--- src/common/asy_pkg.sv ---
// Notes on behaviour
// - async writes land after two oscillator edges
// - each of five registers has own buffer
// - busy flags show per-register transfer completion
// - compare match suppressed while count/compare pending
// - sleep inside same oscillator cycle re-wakes
// - oscillator runs when selected, except power-down and standby
// - wake starts on next timer clock cycle
// - processor held four cycles after wake
// - count read from shadow refreshed per edge
// - shadow keeps pre-sleep count until edge
// - flags reach core after three cycles plus tick when oscillator-clocked
// - compare pin changes on timer clock only
// - system clock default, oscillator when selected
// - stop, /1, /8, /32, /64, /128, /256, /1024
// - prescaler reset control clears division chain
package asy_pkg;
    localparam int unsigned NUM_REGS    = 5;
    localparam int unsigned DATA_W      = 8;
    localparam int unsigned PRESC_W     = 10;
    // register indices
    localparam logic [2:0]  REG_COUNT   = 3'h0;
    localparam logic [2:0]  REG_CMP_A   = 3'h1;
    localparam logic [2:0]  REG_CMP_B   = 3'h2;
    localparam logic [2:0]  REG_CTRL_A  = 3'h3;
    localparam logic [2:0]  REG_CTRL_B  = 3'h4;
    // field positions
    localparam int unsigned CS_LSB      = 0;
    localparam int unsigned TGL_A_BIT   = 6;
    localparam int unsigned TGL_B_BIT   = 4;
    localparam logic [7:0]  RESET_VAL   = 8'h00;
    // timing
    localparam int unsigned XFER_EDGES  = 2;
    localparam int unsigned HALT_CYCLES = 4;
    localparam int unsigned FLAG_SYNC   = 3;
    // sleep modes
    localparam logic [2:0]  SLP_PWR_DOWN = 3'h2;
    localparam logic [2:0]  SLP_STANDBY  = 3'h6;
    // prescaler masks per clock select
    localparam logic [9:0]  MASK_1      = 10'h000;
    localparam logic [9:0]  MASK_8      = 10'h007;
    localparam logic [9:0]  MASK_32     = 10'h01F;
    localparam logic [9:0]  MASK_64     = 10'h03F;
    localparam logic [9:0]  MASK_128    = 10'h07F;
    localparam logic [9:0]  MASK_256    = 10'h0FF;
    localparam logic [9:0]  MASK_1024   = 10'h3FF;
endpackage : asy_pkg

--- src/asy_hold_buf.sv ---
`timescale 1ns/1ps
module asy_hold_buf #(
    parameter int unsigned DW    = 8,
    parameter int unsigned EDGES = 2
) (
    // clock and reset
    input  wire logic          clk_i,
    input  wire logic          rst_i,
    // control
    input  wire logic          async_i,
    input  wire logic          wr_i,
    input  wire logic [DW-1:0] data_i,
    input  wire logic          edge_i,
    // results
    output logic               busy_o,
    output logic               load_o,
    output logic [DW-1:0]      data_o
);
    logic [1:0] cnt_r;
    wire        last_edge = busy_o && edge_i && (cnt_r == 2'(EDGES - 1));

    // a new write restarts the transfer and wins over completion
    always_ff @(posedge clk_i) begin
        if (rst_i) begin
            busy_o <= 1'b0;
            load_o <= 1'b0;
            cnt_r  <= 2'h0;
            data_o <= '0;
        end else if (wr_i) begin
            data_o <= data_i;
            busy_o <= async_i;
            load_o <= !async_i;
            cnt_r  <= 2'h0;
        end else begin
            load_o <= last_edge;
            if (last_edge) begin
                busy_o <= 1'b0;
            end
            if (busy_o && edge_i) begin
                cnt_r <= cnt_r + 2'h1;
            end
        end
    end
endmodule : asy_hold_buf

--- src/asy_timer_sync.sv ---
`timescale 1ns/1ps
module asy_timer_sync #(
    parameter int unsigned DW = asy_pkg::DATA_W
) (
    // clock and reset
    input  wire logic          CLK_I,
    input  wire logic          SYS_RST_I,
    // register writes from the core
    input  wire logic          WR_STB_I,
    input  wire logic [2:0]    WR_SEL_I,
    input  wire logic [DW-1:0] WR_DATA_I,
    // control bits
    input  wire logic          ASYNC_SEL_I,
    input  wire logic          PRESC_RST_I,
    input  wire logic [1:0]    CMP_IRQ_EN_I,
    input  wire logic          OVF_IRQ_EN_I,
    input  wire logic [2:0]    FLAG_CLR_I,
    // sleep controller
    input  wire logic          SLEEP_I,
    input  wire logic [2:0]    SLEEP_MODE_I,
    // oscillator pin
    input  wire logic          OSC_IN_I,
    // status and data
    output logic [DW-1:0]      COUNT_RD_O,
    output logic [4:0]         BUSY_O,
    output logic [2:0]         FLAG_O,
    output logic [1:0]         CMP_PIN_O,
    // power and wake
    output logic               WAKE_O,
    output logic               CPU_HALT_O,
    output logic               OSC_RUN_O,
    output logic               OSC_DETACH_O,
    output logic               SRC_IS_OSC_O
);
    localparam int unsigned N = asy_pkg::NUM_REGS;

    logic [2:0]               osc_sync_r;
    logic                     osc_lvl_r;
    logic [DW-1:0]            dest_r [N];
    logic [DW-1:0]            buf_data [N];
    logic [N-1:0]             busy;
    logic [N-1:0]             load;
    logic [asy_pkg::PRESC_W-1:0] presc_r;
    logic [2:0]               evt_pipe_r [asy_pkg::FLAG_SYNC];
    logic                     wake_pend_r;
    logic                     wake_hold_r;
    logic [2:0]               halt_cnt_r;

    // oscillator edge once the 2nd and 3rd stages agree high
    wire osc_rise = osc_sync_r[1] && osc_sync_r[2] && !osc_lvl_r;
    wire src_tick = ASYNC_SEL_I ? osc_rise : 1'b1;
    wire [2:0] clk_sel = dest_r[asy_pkg::REG_CTRL_B][asy_pkg::CS_LSB +: 3];

    // prescaler tap selection
    logic [9:0] mask;
    always_comb begin
        case (clk_sel)
            3'h1:    mask = asy_pkg::MASK_1;
            3'h2:    mask = asy_pkg::MASK_8;
            3'h3:    mask = asy_pkg::MASK_32;
            3'h4:    mask = asy_pkg::MASK_64;
            3'h5:    mask = asy_pkg::MASK_128;
            3'h6:    mask = asy_pkg::MASK_256;
            3'h7:    mask = asy_pkg::MASK_1024;
            default: mask = asy_pkg::MASK_1;
        endcase
    end
    wire tick = (clk_sel != 3'h0) && src_tick && ((presc_r & mask) == mask);

    // compare detection, blocked while count or compare transfer pends
    wire cnt_pend = busy[asy_pkg::REG_COUNT];
    wire match_a  = tick && !cnt_pend && !busy[asy_pkg::REG_CMP_A]
                    && (dest_r[asy_pkg::REG_COUNT] == dest_r[asy_pkg::REG_CMP_A]);
    wire match_b  = tick && !cnt_pend && !busy[asy_pkg::REG_CMP_B]
                    && (dest_r[asy_pkg::REG_COUNT] == dest_r[asy_pkg::REG_CMP_B]);
    wire ovf      = tick && !load[asy_pkg::REG_COUNT]
                    && (dest_r[asy_pkg::REG_COUNT] == '1);
    wire [2:0] evt_now = {ovf, match_b, match_a};
    // flags take the synchroniser path only when clocked from the oscillator
    wire [2:0] flag_set = ASYNC_SEL_I ? evt_pipe_r[asy_pkg::FLAG_SYNC-1] : evt_now;
    wire [2:0] irq_en   = {OVF_IRQ_EN_I, CMP_IRQ_EN_I};
    wire       irq_cond = |(flag_set & irq_en);
    wire       deep     = (SLEEP_MODE_I == asy_pkg::SLP_PWR_DOWN)
                          || (SLEEP_MODE_I == asy_pkg::SLP_STANDBY);

    // one holding buffer per buffered register
    genvar g;
    generate
        for (g = 0; g < N; g++) begin : g_buf
            asy_hold_buf #(
                .DW    (DW),
                .EDGES (asy_pkg::XFER_EDGES)
            ) u_buf (
                .clk_i  (CLK_I),
                .rst_i  (SYS_RST_I),
                .async_i(ASYNC_SEL_I),
                .wr_i   (WR_STB_I && (WR_SEL_I == 3'(g))),
                .data_i (WR_DATA_I),
                .edge_i (osc_rise),
                .busy_o (busy[g]),
                .load_o (load[g]),
                .data_o (buf_data[g])
            );

            // destination register, count also advances on timer tick
            always_ff @(posedge CLK_I) begin
                if (SYS_RST_I) begin
                    dest_r[g] <= asy_pkg::RESET_VAL;
                end else if (load[g]) begin
                    dest_r[g] <= buf_data[g];
                end else if ((g == 0) && tick) begin
                    dest_r[g] <= dest_r[g] + DW'(1);
                end
            end
        end
    endgenerate

    // oscillator pin synchroniser, three stages, and the agreed level
    always_ff @(posedge CLK_I) begin
        if (SYS_RST_I) begin
            osc_sync_r <= 3'h0;
            osc_lvl_r  <= 1'b0;
        end else begin
            osc_sync_r <= {osc_sync_r[1:0], OSC_IN_I};
            if (osc_sync_r[1] == osc_sync_r[2]) begin
                osc_lvl_r <= osc_sync_r[2];
            end
        end
    end

    // prescaler chain with software reset
    always_ff @(posedge CLK_I) begin
        if (SYS_RST_I || PRESC_RST_I) begin
            presc_r <= '0;
        end else if (src_tick) begin
            presc_r <= presc_r + 10'h001;
        end
    end

    // status, shadow count and source outputs
    always_ff @(posedge CLK_I) begin
        if (SYS_RST_I) begin
            BUSY_O       <= 5'h00;
            COUNT_RD_O   <= asy_pkg::RESET_VAL;
            OSC_RUN_O    <= 1'b0;
            OSC_DETACH_O <= 1'b0;
            SRC_IS_OSC_O <= 1'b0;
        end else begin
            BUSY_O       <= busy;
            if (!ASYNC_SEL_I || osc_rise) begin
                COUNT_RD_O <= dest_r[asy_pkg::REG_COUNT];
            end
            OSC_RUN_O    <= ASYNC_SEL_I && !(SLEEP_I && deep);
            OSC_DETACH_O <= ASYNC_SEL_I;
            SRC_IS_OSC_O <= ASYNC_SEL_I;
        end
    end

    // compare pins toggle straight on the timer tick
    always_ff @(posedge CLK_I) begin
        if (SYS_RST_I) begin
            CMP_PIN_O <= 2'h0;
        end else begin
            if (match_a && dest_r[asy_pkg::REG_CTRL_A][asy_pkg::TGL_A_BIT]) begin
                CMP_PIN_O[0] <= !CMP_PIN_O[0];
            end
            if (match_b && dest_r[asy_pkg::REG_CTRL_A][asy_pkg::TGL_B_BIT]) begin
                CMP_PIN_O[1] <= !CMP_PIN_O[1];
            end
        end
    end

    // event flags: three core cycles after the tick when oscillator-clocked, set beats clear
    always_ff @(posedge CLK_I) begin
        if (SYS_RST_I) begin
            for (int i = 0; i < asy_pkg::FLAG_SYNC; i++) begin
                evt_pipe_r[i] <= 3'h0;
            end
            FLAG_O <= 3'h0;
        end else begin
            evt_pipe_r[0] <= evt_now;
            for (int i = 1; i < asy_pkg::FLAG_SYNC; i++) begin
                evt_pipe_r[i] <= evt_pipe_r[i-1];
            end
            FLAG_O <= (FLAG_O & ~FLAG_CLR_I) | flag_set;
        end
    end

    // wake sequencing
    always_ff @(posedge CLK_I) begin
        if (SYS_RST_I) begin
            wake_pend_r <= 1'b0;
            wake_hold_r <= 1'b0;
            WAKE_O      <= 1'b0;
            CPU_HALT_O  <= 1'b0;
            halt_cnt_r  <= 3'h0;
        end else begin
            WAKE_O <= 1'b0;
            // hold ends at the next oscillator edge; a wake on this edge re-arms it
            if (osc_rise || !ASYNC_SEL_I) begin
                wake_hold_r <= 1'b0;
            end
            if (SLEEP_I && irq_cond) begin
                wake_pend_r <= 1'b1;
            end else if (wake_pend_r && (tick || !SLEEP_I)) begin
                wake_pend_r <= 1'b0;
                WAKE_O      <= SLEEP_I;
                wake_hold_r <= SLEEP_I && ASYNC_SEL_I;
            end else if (wake_hold_r && SLEEP_I && !osc_rise) begin
                WAKE_O      <= 1'b1;
            end
            if (WAKE_O) begin
                CPU_HALT_O <= 1'b1;
                halt_cnt_r <= 3'(asy_pkg::HALT_CYCLES - 1);
            end else if (halt_cnt_r != 3'h0) begin
                halt_cnt_r <= halt_cnt_r - 3'h1;
            end else begin
                CPU_HALT_O <= 1'b0;
            end
        end
    end
endmodule : asy_timer_sync

--- config.mk ---
export PLATFORM = sky130hd
export DESIGN_NAME = asy_timer_sync
export DESIGN_NICKNAME = d
export VERILOG_FILES = /design/src/common/asy_pkg.sv /design/src/asy_hold_buf.sv /design/src/asy_timer_sync.sv
export SDC_FILE = /design/constraint.sdc
export NUM_CORES = 1
export LEC_CHECK = 0
export BUFFER_PORTS_ARGS = -buffer_cell sky130_fd_sc_hd__buf_4
export CORE_MARGIN = 5
export CORE_UTILIZATION = 59
export DETAILED_ROUTE_END_ITERATION = 7
export PLACE_DENSITY = 0.79
export SETUP_SLACK_MARGIN = 0.15
export SLEW_MARGIN = 40
export SYNTH_ARGS = -nofsm -noshare
export SYNTH_HDL_FRONTEND = slang
export SYNTH_SLANG_ARGS = --single-unit
--- constraint.sdc ---
create_clock -name CLK_I -period 2.55 [get_ports CLK_I]
set_input_delay 0.1275 -clock CLK_I [delete_from_list [all_inputs] [get_ports CLK_I]]
set_output_delay 0.1275 -clock CLK_I [all_outputs]
set_load 0.005 [all_outputs]
==> results.json, run 1 <==
{
  "drt-pass1-iter-count": 5,
  "final.hold.worst_slack_ps": 51.5,
  "worst_setup_path_start_kind": "flop",
  "finalSetupViolCount": 0,
  "grt_antenna_before_repair": 0,
  "worst_setup_path_end_kind": "flop",
  "cts_tree": "yes",
  "cts_setup_buffers": 0,
  "ordered_cell_list_for_the_critical_path": "ha_1 > nand2b_2 > a221oi_2 > nand3_2 > buf_4 > or3b_1 > a21oi_1",
  "clock_transition_at_the_registers_of_the_reported_paths_ps": 60,
  "drtIter0Drc": 202,
  "finalHoldViolCount": 0,
  "final_std_cells_w_o_fill": 768,
  "max_slew.worst_pin.slew_ps": 812,
  "timing.critical_path.arrival_ps": 2550,
  "run_status": "complete, no violations",
  "critPathBufInv": 1,
  "place.detailed.instances": 719,
  "totalWireLength_um": 11900,
  "fin_nets": 681,
  "grt_first_pass_wirelength_um": 19800,
  "antenna-diode-count": 0,
  "critPathTopFamily": "simple AND/OR/NAND/NOR gates",
  "die_w_um": 106,
  "gp_congestion": 0.855,
  "part_of_the_total_power_dissipated_in_combinational_logic": 0.075,
  "netlist_area_mm2": 0.00545,
  "max_freq_mhz": 458,
  "seq_power_share": 0.446,
  "synth_warnings": 0,
  "io_pins": 50,
  "synth_area_per_cell_um2": 9.20,
  "final_layout_size_suffix_gt1_frac": 0.143,
  "ant_nets": 0,
  "wl_per_cell_um": 15.5,
  "final-max-slew-violation-count": 0,
  "static-leakage-power_nw": 2.49,
  "floorplan.initialDensity": 0.598,
  "gr-usage-all-layers": 0.220,
  "syn_inst": 592,
  "timing.hold.worst.class": "input port to flop",
  "critical_path.max_fanout": 15,
  "hpwl_dp_um": 8000,
  "finalSetupTns_ps": 0,
  "num_vias": 4306,
  "clock_tree.buffer_depth": 2,
  "slowest_delay_ps": 400,
  "criticalPathCategory": "flop to flop",
  "power_per_cell_area_mw_per_mm2": 744,
  "detail_route.vias_per_cell": 5.61,
  "ys_seq_elements": 128,
  "worst_ep_required_time_ps": 2910,
  "postSynth.topFlopCell": "dfxtp_1",
  "placementRows": 35,
  "global_route.overflow_total": 0,
  "finalCriticalPeriod_ps": 2180,
  "grt_setup_unrepaired": "no",
  "die_area_mm2": 0.0113,
  "irDropWorstVdd_mv": 0.537,
  "power.switching_mw": 1.17,
  "async_flop_share": 0,
  "clock_sink_count": 128,
  "tritoncts.num_buffers": 17,
  "clkPwrFrac": 0.479,
  "synth-edff-count": 29,
  "synth_nets": 629,
  "cts-htree-levels": 4,
  "place.port_buffers": 48,
  "synth_seq_area_share": 0.524,
  "crit_path_top_delay_cell": "or3b_1",
  "grt_pass1_vias": 4222,
  "clock_tree.root_cell": "clkbuf_8",
  "final_cell_mix": "nand2_1, dfxtp_1, a21oi_1",
  "area_growth_syn_to_layout_pct": 20.8,
  "period_share": 0.857,
  "insertion_delay_ps": 520,
  "yosys.cell_types.count": 50,
  "combined_flip_flop_and_latch_cell_area_mm2": 0.00285,
  "worst_slew_margin_rel": 0.459,
  "fin_skew_ps": 8.57,
  "largest_net_degree_at_the_start_of_global_routing": 83,
  "layout.filler_cells": 679,
  "max_cap_viol_count": 0,
  "p_int_mw": 3.73,
  "fp.coreArea_mm2": 0.00911,
  "multiInputGateArea_mm2": 0.00240,
  "die_h_um": 106,
  "switching_share_of_power": 0.239,
  "route.detailed.drc": 0,
  "most_common_cell_after_layout_fill_and_taps_aside": "nand2_1"
}
-- synthesized netlist by cell type, types with 2 or more instances --
| master | number | share of area |
|---|---|---|
| nand2_1 | 111 | 0.076 |
| dfxtp_1 | 99 | 0.36 |
| a21oi_1 | 58 | 0.053 |
| nor2_1 | 36 | 0.025 |
| clkbuf_1 | 32 | 0.022 |
| edfxtp_1 | 29 | 0.16 |
| nor2b_1 | 25 | 0.029 |
| and2_1 | 22 | 0.025 |
| xor2_1 | 22 | 0.035 |
| nand3_1 | 16 | 0.015 |
| xnor2_1 | 15 | 0.024 |
| and3_1 | 12 | 0.014 |
| inv_1 | 12 | 0.0083 |
| nor3_1 | 12 | 0.011 |
| ha_1 | 10 | 0.023 |
| nand4_1 | 8 | 0.0092 |
| or3_1 | 8 | 0.0092 |
| a2111oi_0 | 5 | 0.0080 |
| a41oi_1 | 5 | 0.0080 |
| nand2b_1 | 5 | 0.0057 |
| or2_2 | 5 | 0.0057 |
| nand3b_1 | 4 | 0.0055 |
| and3b_1 | 3 | 0.0048 |
| or3b_1 | 3 | 0.0048 |
| or4_1 | 3 | 0.0041 |
| a31oi_1 | 2 | 0.0023 |
| and4_1 | 2 | 0.0032 |
| buf_6 | 2 | 0.0041 |
| mux2i_1 | 2 | 0.0037 |
| nor4b_1 | 2 | 0.0032 |
| o31ai_1 | 2 | 0.0028 |
| or2_1 | 2 | 0.0023 |
-- area by class of cell --
| class | instances | share of cell area |
|---|---|---|
| flip-flops and latches | 128 | 0.433 |
| multi-input cells | 416 | 0.365 |
| repair buffers | 69 | 0.0852 |
| clock buffers | 18 | 0.0650 |
| clock inverters | 14 | 0.0232 |
| well taps | 111 | 0.0211 |
| inverters | 12 | 0.00684 |
-- power groups by stage --
stage	combinational (mW)	sequential, mW	clock [mW]
3_3_place_gp	0.321	2.22	0
5_1_grt	0.410	2.19	2.47
2_1_floorplan	0.249	2.21	0
6_report	0.368	2.18	2.35
4_1_cts	0.368	2.18	2.37
3_5_place_dp	0.345	2.23	0
-- path summary, 6_finish.rpt --
kind	from	to	slack, ps	cells after the start
max	osc_sync_r[1]	dest_r[0][1]	370	7
min reg2reg	evt_pipe_r[0][3]	evt_pipe_r[0][6]	430	1
max reg2reg	osc_sync_r[1]	dest_r[0][1]	370	7
min	OVF_IRQ_EN_I	WAKE_O	50	4
-- tightest hold or removal path, stage by stage --
cell	delay (ps)
buf_4	90
nand3b_1	110
nand4_1	130
a21oi_1	70
-- per-layer routing --
layer  track usage  up-vias  part of all wire
li1              -     2124                 -
met5             0        -                 0
met2         0.371      142              0.48
met1         0.269     2011              0.43
met3        0.0565       29             0.066
met4        0.0860        0             0.024
-- registers in the layout, summed over array words and instances (netlist names), 2 cells and up --
| register | flops |
|---|---|
| dest_r | 29 |
| g_buf.u_buf.data_o | 29 |
| g_buf.u_buf.cnt_r | 10 |
| presc_r | 10 |
| evt_pipe_r | 9 |
| COUNT_RD_O | 8 |
| BUSY_O | 5 |
| g_buf.u_buf.busy_o | 5 |
| g_buf.u_buf.load_o | 5 |
| FLAG_O | 3 |
| halt_cnt_r | 3 |
| osc_sync_r | 3 |
| CMP_PIN_O | 2 |
-- logic make-up after synthesis --
logic type | share of synthesized area
compound gates | 0.0889
xor+xnor | 0.0595
fa+ha+maj | 0.0230
buf+inv | 0.0365
flops | 0.524
mux | 0.00574
simple gates | 0.263
-- per-stage QoR --
stage	setup slack, ps	utilization	area (µm²)	total power, mW
2_1_floorplan	642	-	5450	2.45
3_3_place_gp	432	0.639	5820	2.54
3_5_place_dp	354	0.639	5820	2.57
4_1_cts	311	0.722	6570	4.92
5_1_grt	169	0.723	6580	5.07
6_report	365	0.723	6580	4.90
-- repair_timing --
| item | in CTS | in global routing |
|---|---|---|
| resized for setup | 0 | 1 |
| endpoints found under the setup margin | 0 | 4 |
| endpoints found under the hold margin | 50 | 0 |
| hold buffers | 17 | 0 |
Note: power is estimated with default switching activity, not from simulation.
==> run 2: changes to the inputs <==
- CELL_PAD_IN_SITES_DETAIL_PLACEMENT: not set -> 0
- CELL_PAD_IN_SITES_GLOBAL_PLACEMENT: not set -> 1
- CORE_UTILIZATION: 59 -> 45
- PLACE_DENSITY: 0.79 -> not set
- PLACE_DENSITY_LB_ADDON: not set -> 0.1
- RECOVER_POWER: not set -> 50
- SLEW_MARGIN: 40 -> 20
==> run 2 against run 1 <==
  * Sequential share of layout area increased by 0.083 points
  * Clock-buffer cell count increased by 2
  * Via count decreased by 3.9%
  * Critical path type unchanged
  * Critical path depth decreased by 1
  * Largest power group unchanged
==> results.json, run 2 (same netlist as run 1, synthesis figures left out) <==
{
  "die_w_um": 120,
  "worst_setup_path_startpoint": "dest_r[4][1]",
  "r2r.worst_path.cells": 6,
  "finalSetupTns_ps": 0,
  "totalWireLength_um": 12000,
  "most_common_cell_after_layout_fill_and_taps_aside": "nand2_1",
  "finalCriticalPeriod_ps": 2160,
  "gr-usage-all-layers": 0.180,
  "fin_util": 0.549,
  "grt_util_met2": 0.292,
  "largest_net_degree_at_the_start_of_global_routing": 74,
  "regToRegStartpoint": "dest_r[4][1]",
  "critical_path.max_fanout": 22,
  "worst_setup_path_start_kind": "flop",
  "finalSetupViolCount": 0,
  "max_slew.worst_pin.slew_ps": 1470,
  "run_status": "complete, no violations",
  "cts-htree-levels": 4,
  "irDropWorstVdd_mv": 0.448,
  "max_cap_viol_count": 0,
  "fp.coreArea_mm2": 0.0120,
  "power_per_cell_area_mw_per_mm2": 739,
  "wl_per_cell_um": 15.0,
  "final_worst_setup_slack_ps": 392,
  "floorplan.initialDensity": 0.455,
  "power.switching_mw": 1.09,
  "placementRows": 40,
  "final_cell_mix": "nand2_1, dfxtp_1, a21oi_1",
  "fin_nets": 679,
  "clkPwrFrac": 0.477,
  "drtIter0Drc": 231,
  "grt_pass1_vias": 4048,
  "die_h_um": 120,
  "clock_transition_at_the_registers_of_the_reported_paths_ps": 60,
  "worst_slew_margin_rel": 0.0203,
  "part_of_the_total_power_dissipated_in_combinational_logic": 0.073,
  "die_area_mm2": 0.0144,
  "route.detailed.drc": 0,
  "timing.reg2reg.setup_slack_ps": 390,
  "timing.hold.worst.class": "input port to flop",
  "crit_path_top_delay_cell": "or4_1",
  "crit-reg2reg-capture": "FLAG_O[1]",
  "worst_ep_required_time_ps": 2870,
  "area_growth_syn_to_layout_pct": 20.6,
  "finalPower_mw": 4.85,
  "critPathCapture": "FLAG_O[1]",
  "grt_first_pass_wirelength_um": 20300,
  "tritoncts.num_buffers": 17,
  "seq_power_share": 0.450,
  "timing.critical_path.arrival_ps": 2480,
  "num_vias": 4136,
  "cts_tree": "yes",
  "gr-usage-met1": 0.230,
  "p_int_mw": 3.76,
  "switching_share_of_power": 0.224,
  "criticalPathCategory": "flop to flop",
  "insertion_delay_ps": 410,
  "final_layout_size_suffix_gt1_frac": 0.130,
  "cts_resized": 0,
  "final-max-slew-violation-count": 0,
  "ordered_cell_list_for_the_critical_path": "or2_1 > a221oi_2 > nand3_2 > buf_4 > or4_1 > a21oi_1",
  "grt_antenna_before_repair": 0,
  "period_share": 0.846,
  "global_route.overflow_total": 0,
  "layout.filler_cells": 1091,
  "hpwl_dp_um": 8300,
  "grt_setup_unrepaired": "no",
  "gp_congestion": 0.764,
  "cts_setup_buffers": 0,
  "antenna-diode-count": 0,
  "static-leakage-power_nw": 2.44,
  "dp_worst_setup_slack_ps": 430,
  "worst_setup_path_end_kind": "flop",
  "io_pins": 50,
  "detail_route.vias_per_cell": 5.16,
  "reg.largest.list": "dest_r: 29 flops, g_buf.u_buf.data_o: 29 flops",
  "drt-pass1-iter-count": 4,
  "met3_usage": 0.0533,
  "ant_nets": 0,
  "slowest_delay_ps": 570,
  "fin_skew_ps": 4.99,
  "clock_sink_count": 128,
  "clock_tree.buffer_depth": 2,
  "holdPathStages": 3,
  "clock_tree.root_cell": "clkbuf_16",
  "max_freq_mhz": 463,
  "grt_max_usage_layer": "met2",
  "place.port_buffers": 48,
  "finalHoldViolCount": 0
}
run 2: layout make-up:
class	instances	area (µm²)	area share
clock buffers	20	457	0.0695
clock inverters	12	116	0.0177
inverters	12	45.0	0.00686
multi-input cells	416	2400	0.365
flip-flops and latches	128	2850	0.434
well taps	147	184	0.0280
repair buffers	67	518	0.0789
run 2: how the worst min path moves through the flow:
stage	startpoint	endpoint	slack [ps]
global placement	SLEEP_MODE_I[0]	OSC_RUN_O	340
global route	SLEEP_I	wake_hold_r	20
CTS	SLEEP_I	wake_hold_r	7
detailed placement	SLEEP_MODE_I[0]	OSC_RUN_O	350
finish	SLEEP_I	wake_hold_r	30
floorplan	SLEEP_MODE_I[0]	OSC_RUN_O	250
run 2: power by group through the flow:
| stage | Combinational [mW] | Clock (mW) | Sequential, mW |
|---|---|---|---|
| after floorplan | 0.249 | 0 | 2.21 |
| after global placement | 0.339 | 0 | 2.22 |
| after detailed placement | 0.344 | 0 | 2.22 |
| after CTS | 0.362 | 2.37 | 2.18 |
| after global routing | 0.402 | 2.47 | 2.19 |
| final | 0.354 | 2.32 | 2.18 |
run 2: timing repair:
action                     CTS  global route
hold buffers                13             0
setup endpoints to repair    0             0
hold endpoints to repair    29             0
run 2: worst max-delay path: cells and delay by family (launching register included):
kind                   cells  cell delay [ps]
flip-flops                 1              440
buffers and inverters      1              230
AO/OA/AOI/OAI              2              440
AND/OR/NAND/NOR            3              930
run 2: metrics by stage:
| stage | hold WS, ps | instance area (µm²) | std cells |
|---|---|---|---|
| after floorplan | 251 | 5450 | 592 |
| after global placement | 337 | 5880 | 757 |
| after detailed placement | 349 | 5880 | 757 |
| after CTS | 7.29 | 6590 | 802 |
| after global routing | 17.8 | 6570 | 802 |
| final | 26.9 | 6570 | 802 |
run 2: per-layer routing:
layer | up-vias | part of all wire
met5 | - | 0
met4 | 0 | 0.014
met3 | 18 | 0.042
met2 | 82 | 0.49
met1 | 1918 | 0.46
li1 | 2118 | -
==> run 3: changes to the inputs <==
- ABC_AREA: not set -> 1
- CORE_UTILIZATION: 45 -> 44
- clock period: 2.55 -> 2.2 ns (I/O delays scaled with it)
==> run 3 against run 2 <==
  * Die area down 0.43%
  * Clock-buffer cell count down 3
  * Via count down 0.17%
  * Global-route usage down 1.3 points
  * Worst hold slack worse by 9.7 ps
  * Critical path type is now input port to flop
  * Largest cell class unchanged
  * Largest power group unchanged
==> results.json, run 3 <==
{
  "fin_nets": 731,
  "clock_tree.root_cell": "clkbuf_16",
  "wl_per_cell_um": 13.2,
  "synth_area_per_cell_um2": 8.43,
  "fraction_of_synthesized_cell_area_taken_by_the_top_area_cell_type": 0.374,
  "clock_transition_at_the_registers_of_the_reported_paths_ps": 50,
  "antenna-diode-count": 0,
  "reg.largest.list": "dest_r: 29 flops, g_buf.u_buf.data_o: 29 flops",
  "power_per_cell_area_mw_per_mm2": 888,
  "insertion_delay_ps": 410,
  "worst_setup_path_end_kind": "flop",
  "irDropWorstVdd_mv": 0.577,
  "p_int_mw": 4.46,
  "seq_power_share": 0.440,
  "gr-usage-all-layers": 0.167,
  "io_pins": 50,
  "combined_flip_flop_and_latch_cell_area_mm2": 0.00285,
  "largest_net_degree_at_the_start_of_global_routing": 39,
  "synth_top_area_cell": "dfxtp_1",
  "timing.critical_path.arrival_ps": 2130,
  "switching_share_of_power": 0.232,
  "area_growth_syn_to_layout_pct": 23.2,
  "synth_warnings": 0,
  "slowest_delay_ps": 970,
  "synth-edff-count": 29,
  "dp_worst_setup_slack_ps": 225,
  "final_cell_mix": "nor2_1, dfxtp_1, inv_1",
  "ys_seq_elements": 128,
  "finalSetupTns_ps": 0,
  "drtIter0Drc": 219,
  "finalCriticalPeriod_ps": 1890,
  "clock_sink_count": 128,
  "layout.filler_cells": 1147,
  "floorplan.initialDensity": 0.445,
  "part_of_the_total_power_dissipated_in_combinational_logic": 0.080,
  "ant_nets": 0,
  "drt-pass1-iter-count": 4,
  "die_w_um": 120,
  "fp.coreArea_mm2": 0.0119,
  "r2r.worst_path.cells": 14,
  "gp_congestion": 0.766,
  "static-leakage-power_nw": 2.64,
  "yosys.cell_types.count": 43,
  "critical_path.max_fanout": 31,
  "grt_antenna_before_repair": 0,
  "netlist_area_mm2": 0.00530,
  "crit_path_top_delay_cell": "clkbuf_1",
  "route.detailed.drc": 0,
  "finalHoldViolCount": 0,
  "final_layout_size_suffix_gt1_frac": 0.165,
  "cts_tree": "yes",
  "tritoncts.num_buffers": 17,
  "grt_first_pass_wirelength_um": 18900,
  "async_flop_share": 0,
  "period_share": 0.858,
  "run_status": "complete, no violations",
  "synth_commonest_cells": "nor2_1, dfxtp_1, inv_1",
  "most_numerous_cell_in_the_yosys_netlist": "nor2_1",
  "timing.hold.worst.class": "input port to flop",
  "post_dp_cell_area_mm2": 0.00581,
  "finalSetupViolCount": 0,
  "max_cap_viol_count": 0,
  "die_area_mm2": 0.0143,
  "max_freq_mhz": 530,
  "fin_skew_ps": 6.22,
  "cts-htree-levels": 4,
  "holdPathStages": 3,
  "final_worst_setup_slack_ps": 313,
  "final.hold.worst_slack_ps": 17.3,
  "global_route.overflow_total": 0,
  "detail_route.vias_per_cell": 4.83,
  "power.switching_mw": 1.34,
  "multiInputGateArea_mm2": 0.00205,
  "clock_tree.buffer_depth": 2,
  "synth_area_leaders": "dfxtp_1, edfxtp_1, nor2_1",
  "clkPwrFrac": 0.480,
  "worst_setup_path_start_kind": "input port",
  "final-max-slew-violation-count": 0,
  "criticalPathCategory": "input port to flop",
  "placementRows": 40,
  "final_design_area_no_fill_mm2": 0.00653,
  "max_slew.worst_pin.slew_ps": 1280,
  "grt_pass1_vias": 3892,
  "syn_inst": 629,
  "hpwl_dp_um": 8140,
  "worst_ep_required_time_ps": 2440,
  "num_vias": 4129,
  "totalWireLength_um": 11300,
  "worst_slew_margin_rel": 0.143,
  "postSynth.topFlopCell": "dfxtp_1",
  "place.port_buffers": 48,
  "die_h_um": 120,
  "most_common_cell_after_layout_fill_and_taps_aside": "nor2_1",
  "grt_setup_unrepaired": "no",
  "synth_nets": 666,
  "synth_seq_area_share": 0.538,
  "ordered_cell_list_for_the_critical_path": "clkbuf_4 > inv_1 > clkbuf_1 > nand2_1 > nor2_1"
}
run 3: layout make-up:
type / count / share of cell area
Tap cell: 147 / 0.0282
Clock inverter: 15 / 0.0261
Multi-Input combinational cell: 389 / 0.314
Clock buffer: 17 / 0.0652
Inverter: 93 / 0.0535
Timing Repair Buffer: 65 / 0.0765
Sequential cell: 128 / 0.437
run 3: final timing paths:
check,start,endpoint,slack (ps)
hold reg to reg,evt_pipe_r[0][1],evt_pipe_r[0][4],400
hold / removal,WR_DATA_I[1],g_buf[0].u_buf.data_o[1],20
setup reg to reg,osc_sync_r[1],wake_hold_r,320
setup / recovery,SYS_RST_I,dest_r[2][6],310
run 3: cells by family (layout without fill, tap and decap cells):
kind of cell	after synthesis	after routing	synth area share
flops	128	128	0.538
buf+inv	112	190	0.0805
simple gates	236	236	0.200
compound gates	127	127	0.131
xor+xnor	15	15	0.0248
mux	1	1	0.00189
fa+ha+maj	10	10	0.0236
run 3: critical path: cells and delay by family:
kind,cells,cell delay (ps)
buffers and inverters,3,1270
AND/OR/NAND/NOR,2,730
run 3: power groups by stage:
stage                     combinational, mW  sequential (mW)  clock, mW
after detailed placement              0.454             2.60          0
after global routing                  0.536             2.56       2.97
after CTS                             0.469             2.55       2.84
after floorplan                       0.307             2.59          0
after global placement                0.439             2.60          0
final                                 0.464             2.55       2.78
run 3: timing repair:
| item | in CTS | in global routing |
|---|---|---|
| buffers inserted | 0 | 3 |
| hold buffers | 9 | 0 |
| setup endpoints to repair | 0 | 11 |
| gates resized for setup | 0 | 8 |
| hold endpoints to repair | 10 | 0 |
run 3: metal layers:
metal / track usage / vias to the layer above / share of wire
li1: - / 2181 / -
met1: 0.221 / 1868 / 0.48
met2: 0.264 / 65 / 0.47
met3: 0.0471 / 15 / 0.037
met4: 0.0601 / 0 / 0.015
met5: 0 / - / 0
run 3: through the flow:
stage                util  power (mW)  instances
floorplan               -        2.89        629
detailed placement  0.487        3.05        810
global placement    0.487        3.04        810
finish              0.548        5.80        854
global route        0.548        6.07        854
CTS                 0.545        5.86        851
